**config.mk**
```make
export PLATFORM = sky130hd
export DESIGN_NAME = usb_reader_property_config
export DESIGN_NICKNAME = d
export VERILOG_FILES = /design/src/usb_reader_property_pkg.sv /design/src/usb_reader_property_config.sv
export VERILOG_INCLUDE_DIRS = /design/src
export SDC_FILE = /design/constraint.sdc
export NUM_CORES = 1
export LEC_CHECK = 0
export BUFFER_PORTS_ARGS = -buffer_cell sky130_fd_sc_hd__buf_2
export CORE_MARGIN = 4
export CORE_UTILIZATION = 58
export CTS_CLUSTER_DIAMETER = 80
export DETAILED_ROUTE_END_ITERATION = 7
export GPL_TIMING_DRIVEN = 1
export PLACE_DENSITY_LB_ADDON = 0.12
export SYNTH_ARGS = -nofsm -noshare
export SYNTH_HDL_FRONTEND = slang
export SYNTH_HIERARCHICAL = 1
export SYNTH_SLANG_ARGS = --single-unit
```
**constraint.sdc**
```tcl
create_clock -name core_clk_in -period 2.72 [get_ports core_clk_in]
set_input_delay 0.816 -clock core_clk_in [delete_from_list [all_inputs] [get_ports core_clk_in]]
set_output_delay 0.816 -clock core_clk_in [all_outputs]
set_load 0.03 [all_outputs]
```
**src/usb_reader_property_map.svh**
```systemverilog
// Command codes, property selectors, result codes and default values
`ifndef USB_READER_PROPERTY_MAP_SVH
`define USB_READER_PROPERTY_MAP_SVH
`define CMD_GET      8'h00
`define CMD_SET      8'h01
`define SEL_INTERVAL 8'h02
`define SEL_MAXPKT   8'h03
`define SEL_PERSONA  8'h10
`define RC_OK        8'h00
`define RC_BAD_CMD   8'h01
`define RC_BAD_VAL   8'h02
`define LEN_NONE     8'h00
`define LEN_GET      8'h01
`define LEN_SET      8'h02
`define DEF_INTERVAL 8'h0a
`define DEF_MAXPKT   8'h08
`define DEF_PERSONA  8'h00
`define MIN_VAL      8'h01
`define MAX_MAXPKT   8'h40
`define MAX_PERSONA  8'h01
`define IDX_RC       2'h0
`define IDX_LEN      2'h1
`define IDX_VAL      2'h2
`endif

```
**src/usb_reader_property_pkg.sv**
```systemverilog
// Types shared by the property command handler
package usb_reader_property_pkg;
   typedef struct packed
   {
      logic [7:0] interval;
      logic [7:0] max_packet;
      logic [7:0] personality;
   } prop_set_t;

   typedef struct packed
   {
      logic      valid;
      prop_set_t props;
   } nvm_image_t;

   typedef enum logic [2:0] {ST_BOOT, ST_CMD, ST_LEN, ST_DATA, ST_EXEC, ST_RESP} parse_state_t;
endpackage

```
**src/usb_reader_property_config.sv**
```systemverilog
// Property command handler with response FIFO and report packetizer
`timescale 1ns/1ps
`include "usb_reader_property_map.svh"

// ****************************************
// Response FIFO
// ****************************************
module prop_rsp_fifo
#(
   parameter int WIDTH = 8,
   parameter int DEPTH = 8
)
(
   input  wire logic             clk_in,
   input  wire logic             rst_n_in,
   input  wire logic             in_valid_in,
   input  wire logic [WIDTH-1:0] in_data_in,
   output logic                  in_ready_out,
   output logic                  out_valid_out,
   output logic [WIDTH-1:0]      out_data_out,
   input  wire logic             out_ready_in
);
   localparam int AW = $clog2(DEPTH);
   logic [WIDTH-1:0] mem_reg [DEPTH];
   logic [AW-1:0]    wr_ptr_reg;
   logic [AW-1:0]    rd_ptr_reg;
   logic [AW:0]      count_reg;
   logic             push;
   logic             pop;

   assign in_ready_out  = (count_reg != (AW+1)'(DEPTH));
   assign out_valid_out = (count_reg != '0);
   assign out_data_out  = mem_reg[rd_ptr_reg];
   assign push          = in_valid_in && in_ready_out;
   assign pop           = out_valid_out && out_ready_in;

   always_ff @(posedge clk_in)
   begin
      if (push)
      begin
         mem_reg[wr_ptr_reg] <= in_data_in;
      end
   end

   always_ff @(posedge clk_in or negedge rst_n_in)
   begin
      if (!rst_n_in)
      begin
         wr_ptr_reg <= '0;
         rd_ptr_reg <= '0;
         count_reg  <= '0;
      end
      else
      begin
         if (push)
         begin
            wr_ptr_reg <= (wr_ptr_reg == AW'(DEPTH-1)) ? '0 : wr_ptr_reg + 1'b1;
         end
         if (pop)
         begin
            rd_ptr_reg <= (rd_ptr_reg == AW'(DEPTH-1)) ? '0 : rd_ptr_reg + 1'b1;
         end
         count_reg <= count_reg + (AW+1)'(push) - (AW+1)'(pop);
      end
   end
endmodule

// ****************************************
// Property command handler
// ****************************************
module usb_reader_property_config
#(
   parameter int FIFO_DEPTH = 8
)
(
   input  wire logic                              core_clk_in,
   input  wire logic                              rst_n_in,
   input  wire logic                              cmd_valid_in,
   input  wire logic [7:0]                        cmd_data_in,
   output logic                                   cmd_ready_out,
   output logic                                   rsp_valid_out,
   output logic [7:0]                             rsp_data_out,
   input  wire logic                              rsp_ready_in,
   input  wire usb_reader_property_pkg::nvm_image_t nvm_image_in,
   output logic                                   nvm_wr_out,
   output usb_reader_property_pkg::prop_set_t     nvm_data_out,
   output usb_reader_property_pkg::prop_set_t     desc_cfg_out,
   input  wire logic                              rpt_valid_in,
   input  wire logic [7:0]                        rpt_data_in,
   input  wire logic                              rpt_last_in,
   output logic                                   rpt_ready_out,
   output logic                                   pkt_valid_out,
   output logic [7:0]                             pkt_data_out,
   output logic                                   pkt_end_out,
   input  wire logic                              pkt_ready_in
);
   import usb_reader_property_pkg::*;

   parse_state_t state_reg;
   parse_state_t state_next;
   prop_set_t    stored_reg;
   prop_set_t    active_reg;
   prop_set_t    defaults;
   logic [7:0]   op_reg;
   logic [7:0]   len_reg;
   logic [7:0]   cnt_reg;
   logic [7:0]   sel_reg;
   logic [7:0]   val_reg;
   logic [7:0]   rc_reg;
   logic [7:0]   rlen_reg;
   logic [7:0]   rval_reg;
   logic [1:0]   ridx_reg;
   logic         cmd_ready_reg;
   logic         nvm_wr_reg;
   logic         take;
   logic         known_sel;
   logic         range_ok;
   logic         get_ok;
   logic         set_ok;
   logic [7:0]   sel_value;
   logic         fifo_in_ready;
   logic         fifo_out_valid;
   logic [7:0]   fifo_out_data;
   logic         fifo_pop;
   logic [7:0]   push_data;
   logic         push_last;
   logic         rsp_valid_reg;
   logic [7:0]   rsp_data_reg;

   assign defaults      = '{`DEF_INTERVAL, `DEF_MAXPKT, `DEF_PERSONA};
   assign take          = cmd_valid_in && cmd_ready_reg;
   assign cmd_ready_out = cmd_ready_reg;
   assign nvm_wr_out    = nvm_wr_reg;
   assign nvm_data_out  = stored_reg;
   assign desc_cfg_out  = active_reg;
   assign rsp_valid_out = rsp_valid_reg;
   assign rsp_data_out  = rsp_data_reg;

   // ****************************************
   // Request decode
   // ****************************************
   always_comb
   begin
      known_sel = 1'b1;
      range_ok  = 1'b0;
      sel_value = '0;
      unique case (sel_reg)
         `SEL_INTERVAL:
         begin
            sel_value = stored_reg.interval;
            range_ok  = (val_reg >= `MIN_VAL);
         end
         `SEL_MAXPKT:
         begin
            sel_value = stored_reg.max_packet;
            range_ok  = (val_reg >= `MIN_VAL) && (val_reg <= `MAX_MAXPKT);
         end
         `SEL_PERSONA:
         begin
            sel_value = stored_reg.personality;
            range_ok  = (val_reg <= `MAX_PERSONA);
         end
         default:
         begin
            known_sel = 1'b0;
         end
      endcase
      get_ok = (op_reg == `CMD_GET) && (len_reg == `LEN_GET) && known_sel;
      set_ok = (op_reg == `CMD_SET) && (len_reg == `LEN_SET) && known_sel && range_ok;
   end

   always_comb
   begin
      state_next = state_reg;
      unique case (state_reg)
         ST_BOOT: state_next = ST_CMD;
         ST_CMD:  state_next = take ? ST_LEN : ST_CMD;
         ST_LEN:
         begin
            if (take)
            begin
               state_next = (cmd_data_in == `LEN_NONE) ? ST_EXEC : ST_DATA;
            end
         end
         ST_DATA:
         begin
            if (take && (8'(cnt_reg + 8'h01) == len_reg))
            begin
               state_next = ST_EXEC;
            end
         end
         ST_EXEC: state_next = ST_RESP;
         ST_RESP:
         begin
            if (fifo_in_ready && push_last)
            begin
               state_next = ST_CMD;
            end
         end
      endcase
   end

   always_ff @(posedge core_clk_in or negedge rst_n_in)
   begin
      if (!rst_n_in)
      begin
         state_reg     <= ST_BOOT;
         cmd_ready_reg <= 1'b0;
      end
      else
      begin
         state_reg     <= state_next;
         cmd_ready_reg <= (state_next == ST_CMD) || (state_next == ST_LEN) || (state_next == ST_DATA);
      end
   end

   // Request byte capture
   always_ff @(posedge core_clk_in or negedge rst_n_in)
   begin
      if (!rst_n_in)
      begin
         op_reg  <= '0;
         len_reg <= '0;
         cnt_reg <= '0;
         sel_reg <= '0;
         val_reg <= '0;
      end
      else if (take)
      begin
         unique case (state_reg)
            ST_CMD: op_reg <= cmd_data_in;
            ST_LEN:
            begin
               len_reg <= cmd_data_in;
               cnt_reg <= '0;
               sel_reg <= '0;
               val_reg <= '0;
            end
            ST_DATA:
            begin
               cnt_reg <= 8'(cnt_reg + 8'h01);
               if (cnt_reg == 8'h00)
               begin
                  sel_reg <= cmd_data_in;
               end
               if (cnt_reg == 8'h01)
               begin
                  val_reg <= cmd_data_in;
               end
            end
            default:
            begin
               op_reg <= op_reg;
            end
         endcase
      end
   end

   // ****************************************
   // Property storage
   // ****************************************
   always_ff @(posedge core_clk_in or negedge rst_n_in)
   begin
      if (!rst_n_in)
      begin
         stored_reg <= '{`DEF_INTERVAL, `DEF_MAXPKT, `DEF_PERSONA};
         active_reg <= '{`DEF_INTERVAL, `DEF_MAXPKT, `DEF_PERSONA};
         nvm_wr_reg <= 1'b0;
      end
      else
      begin
         nvm_wr_reg <= 1'b0;
         if (state_reg == ST_BOOT)
         begin
            stored_reg <= nvm_image_in.valid ? nvm_image_in.props : defaults;
            active_reg <= nvm_image_in.valid ? nvm_image_in.props : defaults;
            nvm_wr_reg <= !nvm_image_in.valid;
         end
         else if ((state_reg == ST_EXEC) && set_ok)
         begin
            unique case (sel_reg)
               `SEL_INTERVAL: stored_reg.interval    <= val_reg;
               `SEL_MAXPKT:   stored_reg.max_packet  <= val_reg;
               default:       stored_reg.personality <= val_reg;
            endcase
            nvm_wr_reg <= 1'b1;
         end
      end
   end

   // ****************************************
   // Response build
   // ****************************************
   always_ff @(posedge core_clk_in or negedge rst_n_in)
   begin
      if (!rst_n_in)
      begin
         rc_reg   <= `RC_OK;
         rlen_reg <= `LEN_NONE;
         rval_reg <= '0;
         ridx_reg <= `IDX_RC;
      end
      else if (state_reg == ST_EXEC)
      begin
         ridx_reg <= `IDX_RC;
         rval_reg <= sel_value;
         rlen_reg <= get_ok ? `LEN_GET : `LEN_NONE;
         if (get_ok || set_ok)
         begin
            rc_reg <= `RC_OK;
         end
         else if ((op_reg != `CMD_GET) && (op_reg != `CMD_SET))
         begin
            rc_reg <= `RC_BAD_CMD;
         end
         else
         begin
            rc_reg <= `RC_BAD_VAL;
         end
      end
      else if ((state_reg == ST_RESP) && fifo_in_ready)
      begin
         ridx_reg <= 2'(ridx_reg + 2'h1);
      end
   end

   always_comb
   begin
      unique case (ridx_reg)
         `IDX_RC:  push_data = rc_reg;
         `IDX_LEN: push_data = rlen_reg;
         default:  push_data = rval_reg;
      endcase
      push_last = (ridx_reg == `IDX_VAL) || ((ridx_reg == `IDX_LEN) && (rlen_reg == `LEN_NONE));
   end

   prop_rsp_fifo #(.WIDTH(8), .DEPTH(FIFO_DEPTH)) u_rsp_fifo
   (
      .clk_in        (core_clk_in),
      .rst_n_in      (rst_n_in),
      .in_valid_in   (state_reg == ST_RESP),
      .in_data_in    (push_data),
      .in_ready_out  (fifo_in_ready),
      .out_valid_out (fifo_out_valid),
      .out_data_out  (fifo_out_data),
      .out_ready_in  (fifo_pop)
   );

   assign fifo_pop = !rsp_valid_reg || rsp_ready_in;

   always_ff @(posedge core_clk_in or negedge rst_n_in)
   begin
      if (!rst_n_in)
      begin
         rsp_valid_reg <= 1'b0;
         rsp_data_reg  <= '0;
      end
      else if (fifo_pop)
      begin
         rsp_valid_reg <= fifo_out_valid;
         rsp_data_reg  <= fifo_out_data;
      end
   end

   // ****************************************
   // Report packetizer
   // ****************************************
   logic       rpt_ready_reg;
   logic       pkt_valid_reg;
   logic [7:0] pkt_data_reg;
   logic       pkt_end_reg;
   logic [7:0] pkt_cnt_reg;
   logic       rpt_take;
   logic       pkt_full;

   assign rpt_take      = rpt_valid_in && rpt_ready_reg;
   assign pkt_full      = (8'(pkt_cnt_reg + 8'h01) == active_reg.max_packet);
   assign rpt_ready_out = rpt_ready_reg;
   assign pkt_valid_out = pkt_valid_reg;
   assign pkt_data_out  = pkt_data_reg;
   assign pkt_end_out   = pkt_end_reg;

   always_ff @(posedge core_clk_in or negedge rst_n_in)
   begin
      if (!rst_n_in)
      begin
         rpt_ready_reg <= 1'b0;
         pkt_valid_reg <= 1'b0;
         pkt_data_reg  <= '0;
         pkt_end_reg   <= 1'b0;
         pkt_cnt_reg   <= '0;
      end
      else
      begin
         rpt_ready_reg <= !(rpt_take || (pkt_valid_reg && !pkt_ready_in)) && (state_reg != ST_BOOT);
         if (rpt_take)
         begin
            pkt_valid_reg <= 1'b1;
            pkt_data_reg  <= rpt_data_in;
            pkt_end_reg   <= rpt_last_in || pkt_full;
            pkt_cnt_reg   <= (rpt_last_in || pkt_full) ? 8'h00 : 8'(pkt_cnt_reg + 8'h01);
         end
         else if (pkt_ready_in)
         begin
            pkt_valid_reg <= 1'b0;
         end
      end
   end
endmodule

```
# Word-level counts from Yosys, hierarchy flattened
# Memory sizes are Yosys's and may differ from the RTL's. A register that Yosys moved wholly into a read port is not among the register bits.
# Cells that the tools add are included.
# classes
addsub	7
n_eq_ne	26
muxes	35
n_lt_le_gt_ge	3
reduce_logical	54
# ops
operator	count
two-way mux 24 bit	3
case mux 8 bit (2 select lines)	4
two-way mux 8 bit	6
logical NOT 8 bit	4
equality test 8 x 1 -> 1 bit (second input constant)	3
equality test 8 x 2 -> 1 bit (second input constant)	3
case mux 8 bit (3 select lines)	1
two-way mux 3 bit	6
case mux 3 bit (6 select lines)	1
logical AND 1 bit	17
adder 8 x 1 -> 8 bit (second input constant)	2
equality test 8 bit	2
equality test 3 x 2 -> 1 bit (second input constant)	4
equality test 3 bit (second input constant)	4
AND reduction 2 bit	6
nonzero test 2 bit	6
two-way mux 2 bit	5
equality test 8 x 5 -> 1 bit (second input constant)	1
>= comparator 8 x 1 -> 1 bit (second input constant)	1
less-or-equal comparator 8 x 1 -> 1 bit (second input constant)	1
less-or-equal comparator 8 x 7 -> 1 bit (second input constant)	1
two-way mux 1 bit	8
inequality test 8 x 1 -> 1 bit (second input constant)	1
nonzero test 8 bit	1
other kinds (20)	34
# totals
memories	1
ramBits	64
elab_cells	153
ff_bits	149
# mem_list
memory	depth	word_bits	rd	rd_ports_with_merged_regs	wr	line_no	source
u_rsp_fifo.mem_reg	8	8	1	1	1	usb_reader_property_config.sv:24	logic [WIDTH-1:0] mem_reg [DEPTH];

# Longest topological paths before layout
# Gate-level depths: netlist of run 1.
# logic_depth
depth_word	9
mapped_depth	11

# Modules after synthesis
# The synthesis of run 1 kept the hierarchy.
# modules_own_cells
module	area_per_inst_um2	cells_per_inst	instances
usb_reader_property_config	6336.1	614	1
prop_rsp_fifo	3091.7	149	1

# Worst setup path before layout of run 1
# OpenSTA, ideal clock, no wires.
# synth_timing
path_type	input to register
startpoint	input port rsp_ready_in
endpoint	register u_rsp_fifo.count_reg[2]
n_path_buf	1
t_arrival_ps	2350
setup_slack_ps	248
setup_time_ps	122
path_stages	9
path_cell_list	nand2b_1 > clkbuf_1 > nand2_1 > inv_1 > ha_1 > inv_1 > ha_1 > fa_1 > xor2_1
# synth_via
elab_chain_cells	3
# synth_rtl
element	line_no	source
start, declared	usb_reader_property_config.sv:83	input wire logic rsp_ready_in,
logical OR 1 bit	usb_reader_property_config.sv:349	assign fifo_pop = !rsp_valid_reg || rsp_ready_in;
named net fifo_pop	usb_reader_property_config.sv:124	logic fifo_pop;
logical AND 1 bit	usb_reader_property_config.sv:35	assign pop = out_valid_out && out_ready_in;
named net u_rsp_fifo.pop	usb_reader_property_config.sv:29	logic pop;
subtractor 4 x 1 -> 4 bit	usb_reader_property_config.sv:63	count_reg <= count_reg + (AW+1)'(push) - (AW+1)'(pop);
end signal, assigned	usb_reader_property_config.sv:63	
end, declared	usb_reader_property_config.sv:27	logic [AW:0] count_reg;
# The timed path passes the listed nets, and every way through them passes these cells.
# A chain may end at the register's enable or synchronous reset.

# Worst setup path after layout of run 1
# layout_timing
startpoint	register u_rsp_fifo.count_reg[2]
endpoint	register u_rsp_fifo.count_reg[2]
# layout_via
word_cells_on_any_way	6
classes_between	add/sub (2); eq/ne (1); reduce/logical (3)
# layout_rtl
element	line_no	source
nonzero test 4 bit	usb_reader_property_config.sv:32	assign out_valid_out = (count_reg != '0);
named net fifo_out_valid	usb_reader_property_config.sv:122	logic fifo_out_valid;
logical AND 1 bit	usb_reader_property_config.sv:35	
named net u_rsp_fifo.pop	usb_reader_property_config.sv:29	
subtractor 4 x 1 -> 4 bit	usb_reader_property_config.sv:63	
# The timed path passes the listed nets, and every way through them passes these cells.

==> results of run 1 <==
## worst register-to-register path, cell delays in order, from the launching register on
cell and delay (ps):
dfrtp_1 360, inv_1 110, ha_1 150, or3b_2 450
nand2_1 170, inv_1 70, ha_1 270, inv_1 40
ha_1 200, fa_1 390, xor2_1 150
## through the flow
step	worst slack [ps]	hold slack, ps	util, %	instances
finish	256.8	221.8	69.43	1123
floorplan	248.1	444.5	-	763
global route	45.02	251.6	69.43	1123
detailed placement	254.5	456.4	64.64	1081
global placement	322.2	448.6	64.64	1081
CTS	245.3	224.2	69.43	1123
## synthesized netlist by cell type, drive strengths merged, types with 2 or more instances
cell type | instances | share of area (%)
dfrtp | 138 | 37
nand2 | 114 | 4.6
edfxtp | 64 | 20
mux2 | 54 | 6.8
nor2 | 51 | 2.1
o21ai | 41 | 2.2
nor3 | 21 | 1.2
a21oi | 19 | 1.0
clkbuf | 19 | 0.76
ha | 19 | 2.5
inv | 18 | 0.72
a22o | 17 | 1.6
mux2i | 17 | 1.8
mux4 | 16 | 4.1
nand3 | 16 | 0.90
buf | 14 | 1.1
xor2 | 14 | 1.3
a31oi | 11 | 0.73
and3 | 11 | 0.78
xnor2 | 10 | 0.93
a22oi | 9 | 0.72
and2 | 9 | 0.60
nor4 | 7 | 0.60
dfstp | 6 | 1.7
nand2b | 6 | 0.40
nor2b | 5 | 0.33
a211oi | 4 | 0.32
a21o | 4 | 0.32
nor3b | 4 | 0.37
or3b | 3 | 0.28
nand3b | 2 | 0.16
o2111ai | 2 | 0.56
o41ai | 2 | 0.19
## logic make-up (layout without fill, tap and decap cells)
logic type / count (synthesis) / in the layout
multiplexers: 87 / 87
XOR/XNOR: 24 / 24
AO/OA/AOI/OAI: 120 / 120
buffers and inverters: 51 / 195
adder cells (fa/ha/maj): 20 / 20
flip-flops: 208 / 208
AND/OR/NAND/NOR: 253 / 253
## final cells by class
type / instances / area share [%]
Inverter: 18 / 0.6126
Tap cell: 216 / 2.450
Clock inverter: 16 / 1.577
Timing Repair Buffer: 135 / 6.704
Sequential cell: 208 / 50.16
Multi-Input combinational cell: 504 / 33.17
Clock buffer: 26 / 5.320
## report_power, final
group / internal [mW] / switching, mW
clock network: 1.85 / 1.25
registers: 4.20 / 0.882
logic: 1.78 / 2.80
total: 7.83 / 4.93
## per-layer routing
metal	track usage, %	vias up	share of wire, %
met3	2.860	37	4.3
met1	31.52	3154	44
met5	0	-	0
li1	-	3000	-
met4	6.887	0	1.9
met2	40.63	159	50
## final timing paths
path	slack, ps	from	depth (start not counted)	endpoint
min	220	rst_n_in	1	pkt_data_out[1]
max	260	u_rsp_fifo/count_reg[2]	10	u_rsp_fifo/count_reg[2]
min in group core_clk_in	470	pkt_data_out[1]	2	pkt_data_out[1]
max reg2reg	260	u_rsp_fifo/count_reg[2]	10	u_rsp_fifo/count_reg[2]
min reg2reg	470	pkt_data_out[1]	2	pkt_data_out[1]
max in group asynchronous	1770	rst_n_in	2	sel_reg[2]
## cells in the final DEF (no fill, tap or decap), drive strengths merged, types with 20 or more instances in the layout
cell    count
dfrtp     138
buf       135
nand2     114
edfxtp     64
mux2       54
nor2       51
o21ai      41
clkbuf     26
nor3       21
inv        20
==> impl_metrics.tcl, run 1 <==
set metrics [dict create \
    status "finished clean" \
    drive_gt1_share_pct 26.24 \
    final_area_um2 11030 \
    start_kind "flip-flop" \
    synthMuxAreaShare_pct 12.71 \
    dpl_cell_area_um2 10270 \
    core_um2 15890 \
    io_pins 118 \
    end_kind "flip-flop" \
    syn_inst 763 \
    n_antenna_cell 0 \
    syn2layout_area_growth_pct 16.99 \
    synth_top_family_by_area "multiplexers" \
    leakage_nw 5.069 \
    antenna_found_initial 0 \
    hold_viol_final 0 \
    crit_buf_inv 3 \
    dieArea_um2 18360 \
    grt_max_degree 63 \
    path_cells "inv_1 -> ha_1 -> or3b_2 -> nand2_1 -> inv_1 -> ha_1 -> inv_1 -> ha_1 -> fa_1 -> xor2_1" \
    rsz0062_at_grt "no" \
    n_fill_cell 1202 \
    cts_setup_buffers 0 \
    num_vias 6350 \
    drt_iter0_drc 384 \
    synth-xor-area-share_pct 2.230 \
    worst-path-max-fanout 4 \
    synthesis.area_um2 9428 \
    viasPerCell 5.654 \
    ff_latch_area_um2 5533 \
    wl_per_cell_um 18.55 \
    slew-limit-headroom_pct 27.45 \
    cts_resized 0 \
    grt_pass1_wl_um 34650 \
    max_stage_delay_ps 450 \
    period_share_pct 90.56 \
    clock_latency_ps 510 \
    gp_congestion 0.8611 \
    place_hpwl_um 15000 \
    cp_data_arrival_time_ps 2840 \
    die_h_um 135.5 \
    syn_area_per_cell_um2 12.36 \
    cts_sinks 208 \
    yosys_most_used_dff "dfrtp_1" \
    worstHoldPathType "input port to async pin" \
    p_per_area_nw_per_um2 1157 \
    drt_pass1_iterations 5 \
    num_rows 46 \
    synthSimpleGateAreaFrac_pct 12.51 \
    synth_cell_types 66 \
    cp_slowest_cell "or3b_2" \
    routed_wl_um 20840 \
    ir_worst_vdd_v 0.0008736 \
    htree_num_levels 1 \
    yosysSeqAreaShare_pct 58.69 \
    largest_reg_flops 64 \
    synth_nets 831 \
    tns_ps 0 \
    remaining_drc_errors 0 \
    cts_made_buffers 23 \
    hold_buffers 0 \
    portBuffers 117 \
    nets 958 \
    postRouteAntennaNets 0 \
    finalPower_mw 12.76 \
    cp.required_ps 3100 \
    cpLargestDelayFamily "adder cells" \
    clk_pin_slew_worst_paths_ps 60 \
    die_width_um 135.5 \
    async_reset_ff_share_pct 69.23 \
    setup_violations 0 \
    clk_path_buf_depth 3 \
    grt-ovfl-total 0 \
    synth_compound_area_share_pct 8.560 \
    cts_root_buf "clkbuf_16" \
    layout_min_cycle_time_ps 2463 \
    initial_utilization_pct 59.35 \
    drv_slew 0 \
    grt_pass1_vias 6822 \
    synth_edf_count 64 \
    maxCapViolations 0 \
    cts_tree "yes" \
    synth_fa_ha_area_share_pct 2.734 \
    finalClockSkew_ps 30.78 \
    synth-seq-cells 208 \
    worstMarginPinSlew_ps 1080 \
    crit_type "flip-flop to flip-flop" \
    grt_util_all_layers_pct 23.49 \
    max_freq_mhz 406.0 \
    ys_warn_count 6 \
    multi_input_area_um2 3659 \
]
Power figures use the tool's default switching activity.
==> run 2: changes to the inputs <==
==> constraint.sdc (replaced) <==
create_clock -name core_clk_in -period 2.72 [get_ports core_clk_in]
set_input_delay 0.408 -clock core_clk_in [delete_from_list [all_inputs] [get_ports core_clk_in]]
set_output_delay 0.408 -clock core_clk_in [all_outputs]
set_load 0.03 [all_outputs]
==> impl_metrics.tcl, run 2 (synthesis gave the netlist of run 1 again) <==
set metrics [dict create \
    start_kind "flip-flop" \
    r2r_setup_slack_ps 230 \
    num_vias 6472 \
    worstHoldPathType "input port to flip-flop" \
    cts_setup_buffers 0 \
    hold_path_depth 3 \
    dpl_cell_area_um2 10280 \
    grt_util_all_layers_pct 23.64 \
    die_width_um 135.5 \
    r2r_cells 10 \
    worstMarginPinSlew_ps 1061 \
    period_share_pct 91.61 \
    cts_root_buf "clkbuf_16" \
    min_delay_worst_endpoint "pkt_data_out[5]" \
    r2r-end "u_rsp_fifo/count_reg[3]" \
    viasPerCell 5.753 \
    num_rows 46 \
    place_hpwl_um 15500 \
    max_freq_mhz 401.3 \
    finalPower_mw 12.72 \
    grt_pass1_wl_um 34890 \
    cp_data_arrival_time_ps 2910 \
    core_um2 15890 \
    postRouteAntennaNets 0 \
    dieArea_um2 18360 \
    grt_pass1_vias 6758 \
    crit_type "flip-flop to flip-flop" \
    maxCapViolations 0 \
    die_h_um 135.5 \
    syn2layout_area_growth_pct 17.04 \
    drt_iter0_drc 432 \
    ir_worst_vdd_v 0.0008005 \
    clk_pin_slew_worst_paths_ps 60 \
    grt-ovfl-total 0 \
    setup_violations 0 \
    end_kind "flip-flop" \
    slew-limit-headroom_pct 28.69 \
    status "finished clean" \
    reg2reg_from "u_rsp_fifo/count_reg[2]" \
    final_area_um2 11030 \
    routed_wl_um 21210 \
    grt_max_degree 59 \
    clk_path_buf_depth 3 \
    leakage_nw 5.084 \
    drv_slew 0 \
    wl_per_cell_um 18.86 \
    remaining_drc_errors 0 \
    tns_ps 0 \
    clock_latency_ps 500 \
    cts_sinks 208 \
    n_antenna_cell 0 \
    rsz0062_at_grt "no" \
    gp_congestion 0.8563 \
    instances_no_fill 1125 \
    drt_pass1_iterations 5 \
    dp.cells 1082 \
    largest_reg_flops 64 \
    portBuffers 117 \
    initial_utilization_pct 59.35 \
    nets 960 \
    drive_gt1_share_pct 26.40 \
    io_pins 118 \
    layout_min_cycle_time_ps 2492 \
    cts_made_buffers 23 \
    worst-path-max-fanout 8 \
    htree_num_levels 1 \
    cts_tree "yes" \
    hold_viol_final 0 \
    hold_path.startpoint "rpt_data_in[5]" \
    cp.required_ps 3140 \
    p_per_area_nw_per_um2 1153 \
    final_common_cell "dfrtp_1" \
    mostFrequentLayoutCells "138 x dfrtp_1, 116 x buf_2, 113 x nand2_1" \
    antenna_found_initial 0 \
    finalClockSkew_ps 15.80 \
]
[run 2: layout make-up]
class	instances	area [um2]
clock buffers	27	590.6
clock inverters	15	157.7
fillers	1190	4851
inverters	18	67.56
multi-input cells	504	3659
flip-flops and latches	208	5533
well taps	216	270.3
repair buffers	137	757.0
[run 2: per-stage QoR]
| stage | utilization (%) | hold WS, ps | setup slack (ps) |
|---|---|---|---|
| detailed placement | 64.69 | 357.1 | 232.7 |
| CTS | 69.46 | 85.10 | 214.1 |
| finish | 69.46 | 102.4 | 228.2 |
| floorplan | - | 112.4 | 433.0 |
| global route | 69.46 | 95.73 | 63.45 |
| global placement | 64.69 | 348.3 | 362.2 |
[run 2: worst max path at each step]
stage                            startpoint                       end  slack, ps  cells past startpoint
global placement    u_rsp_fifo/count_reg[2]   u_rsp_fifo/count_reg[2]        360                     10
global route                   state_reg[1]  u_rsp_fifo/mem_reg[4][2]         60                      5
floorplan           u_rsp_fifo/count_reg[2]   u_rsp_fifo/count_reg[2]        430                     10
detailed placement  u_rsp_fifo/count_reg[2]   u_rsp_fifo/count_reg[3]        230                     10
finish              u_rsp_fifo/count_reg[2]   u_rsp_fifo/count_reg[3]        230                     10
CTS                 u_rsp_fifo/count_reg[2]   u_rsp_fifo/count_reg[3]        210                     10
[run 2: power by group]
group	total, mW	leakage, nW	internal (mW)	switching, mW
Combinational	4.57	2.24	1.78	2.80
Sequential	5.10	2.48	4.20	0.898
Clock	3.05	0.360	1.84	1.21
Total	12.7	5.08	7.82	4.90
[run 2: routing by layer]
| layer | global-route usage, % | routed length [um] | up-vias | share of wire [%] |
|---|---|---|---|---|
| li1 | - | - | 3019 | - |
| met1 | 30.78 | 8928 | 3241 | 42 |
| met2 | 42.15 | 10890 | 168 | 51 |
| met3 | 3.343 | 901 | 44 | 4.2 |
| met4 | 5.767 | 493 | 0 | 2.3 |
| met5 | 0 | 0 | - | 0 |
[run 2: worst max-delay path, cell delays in order (launching register included)]
cell	delay (ps)
dfrtp_1	360
inv_1	110
ha_1	160
or3b_2	540
nand2_2	210
ha_1	170
inv_1	70
ha_1	280
a21o_1	150
a21oi_1	180
xor2_1	160
[run 2: repair_timing]
item                                   CTS  global route
endpoints found under the hold margin   40             0
hold buffers                             1             0
gates resized for setup                  0             0
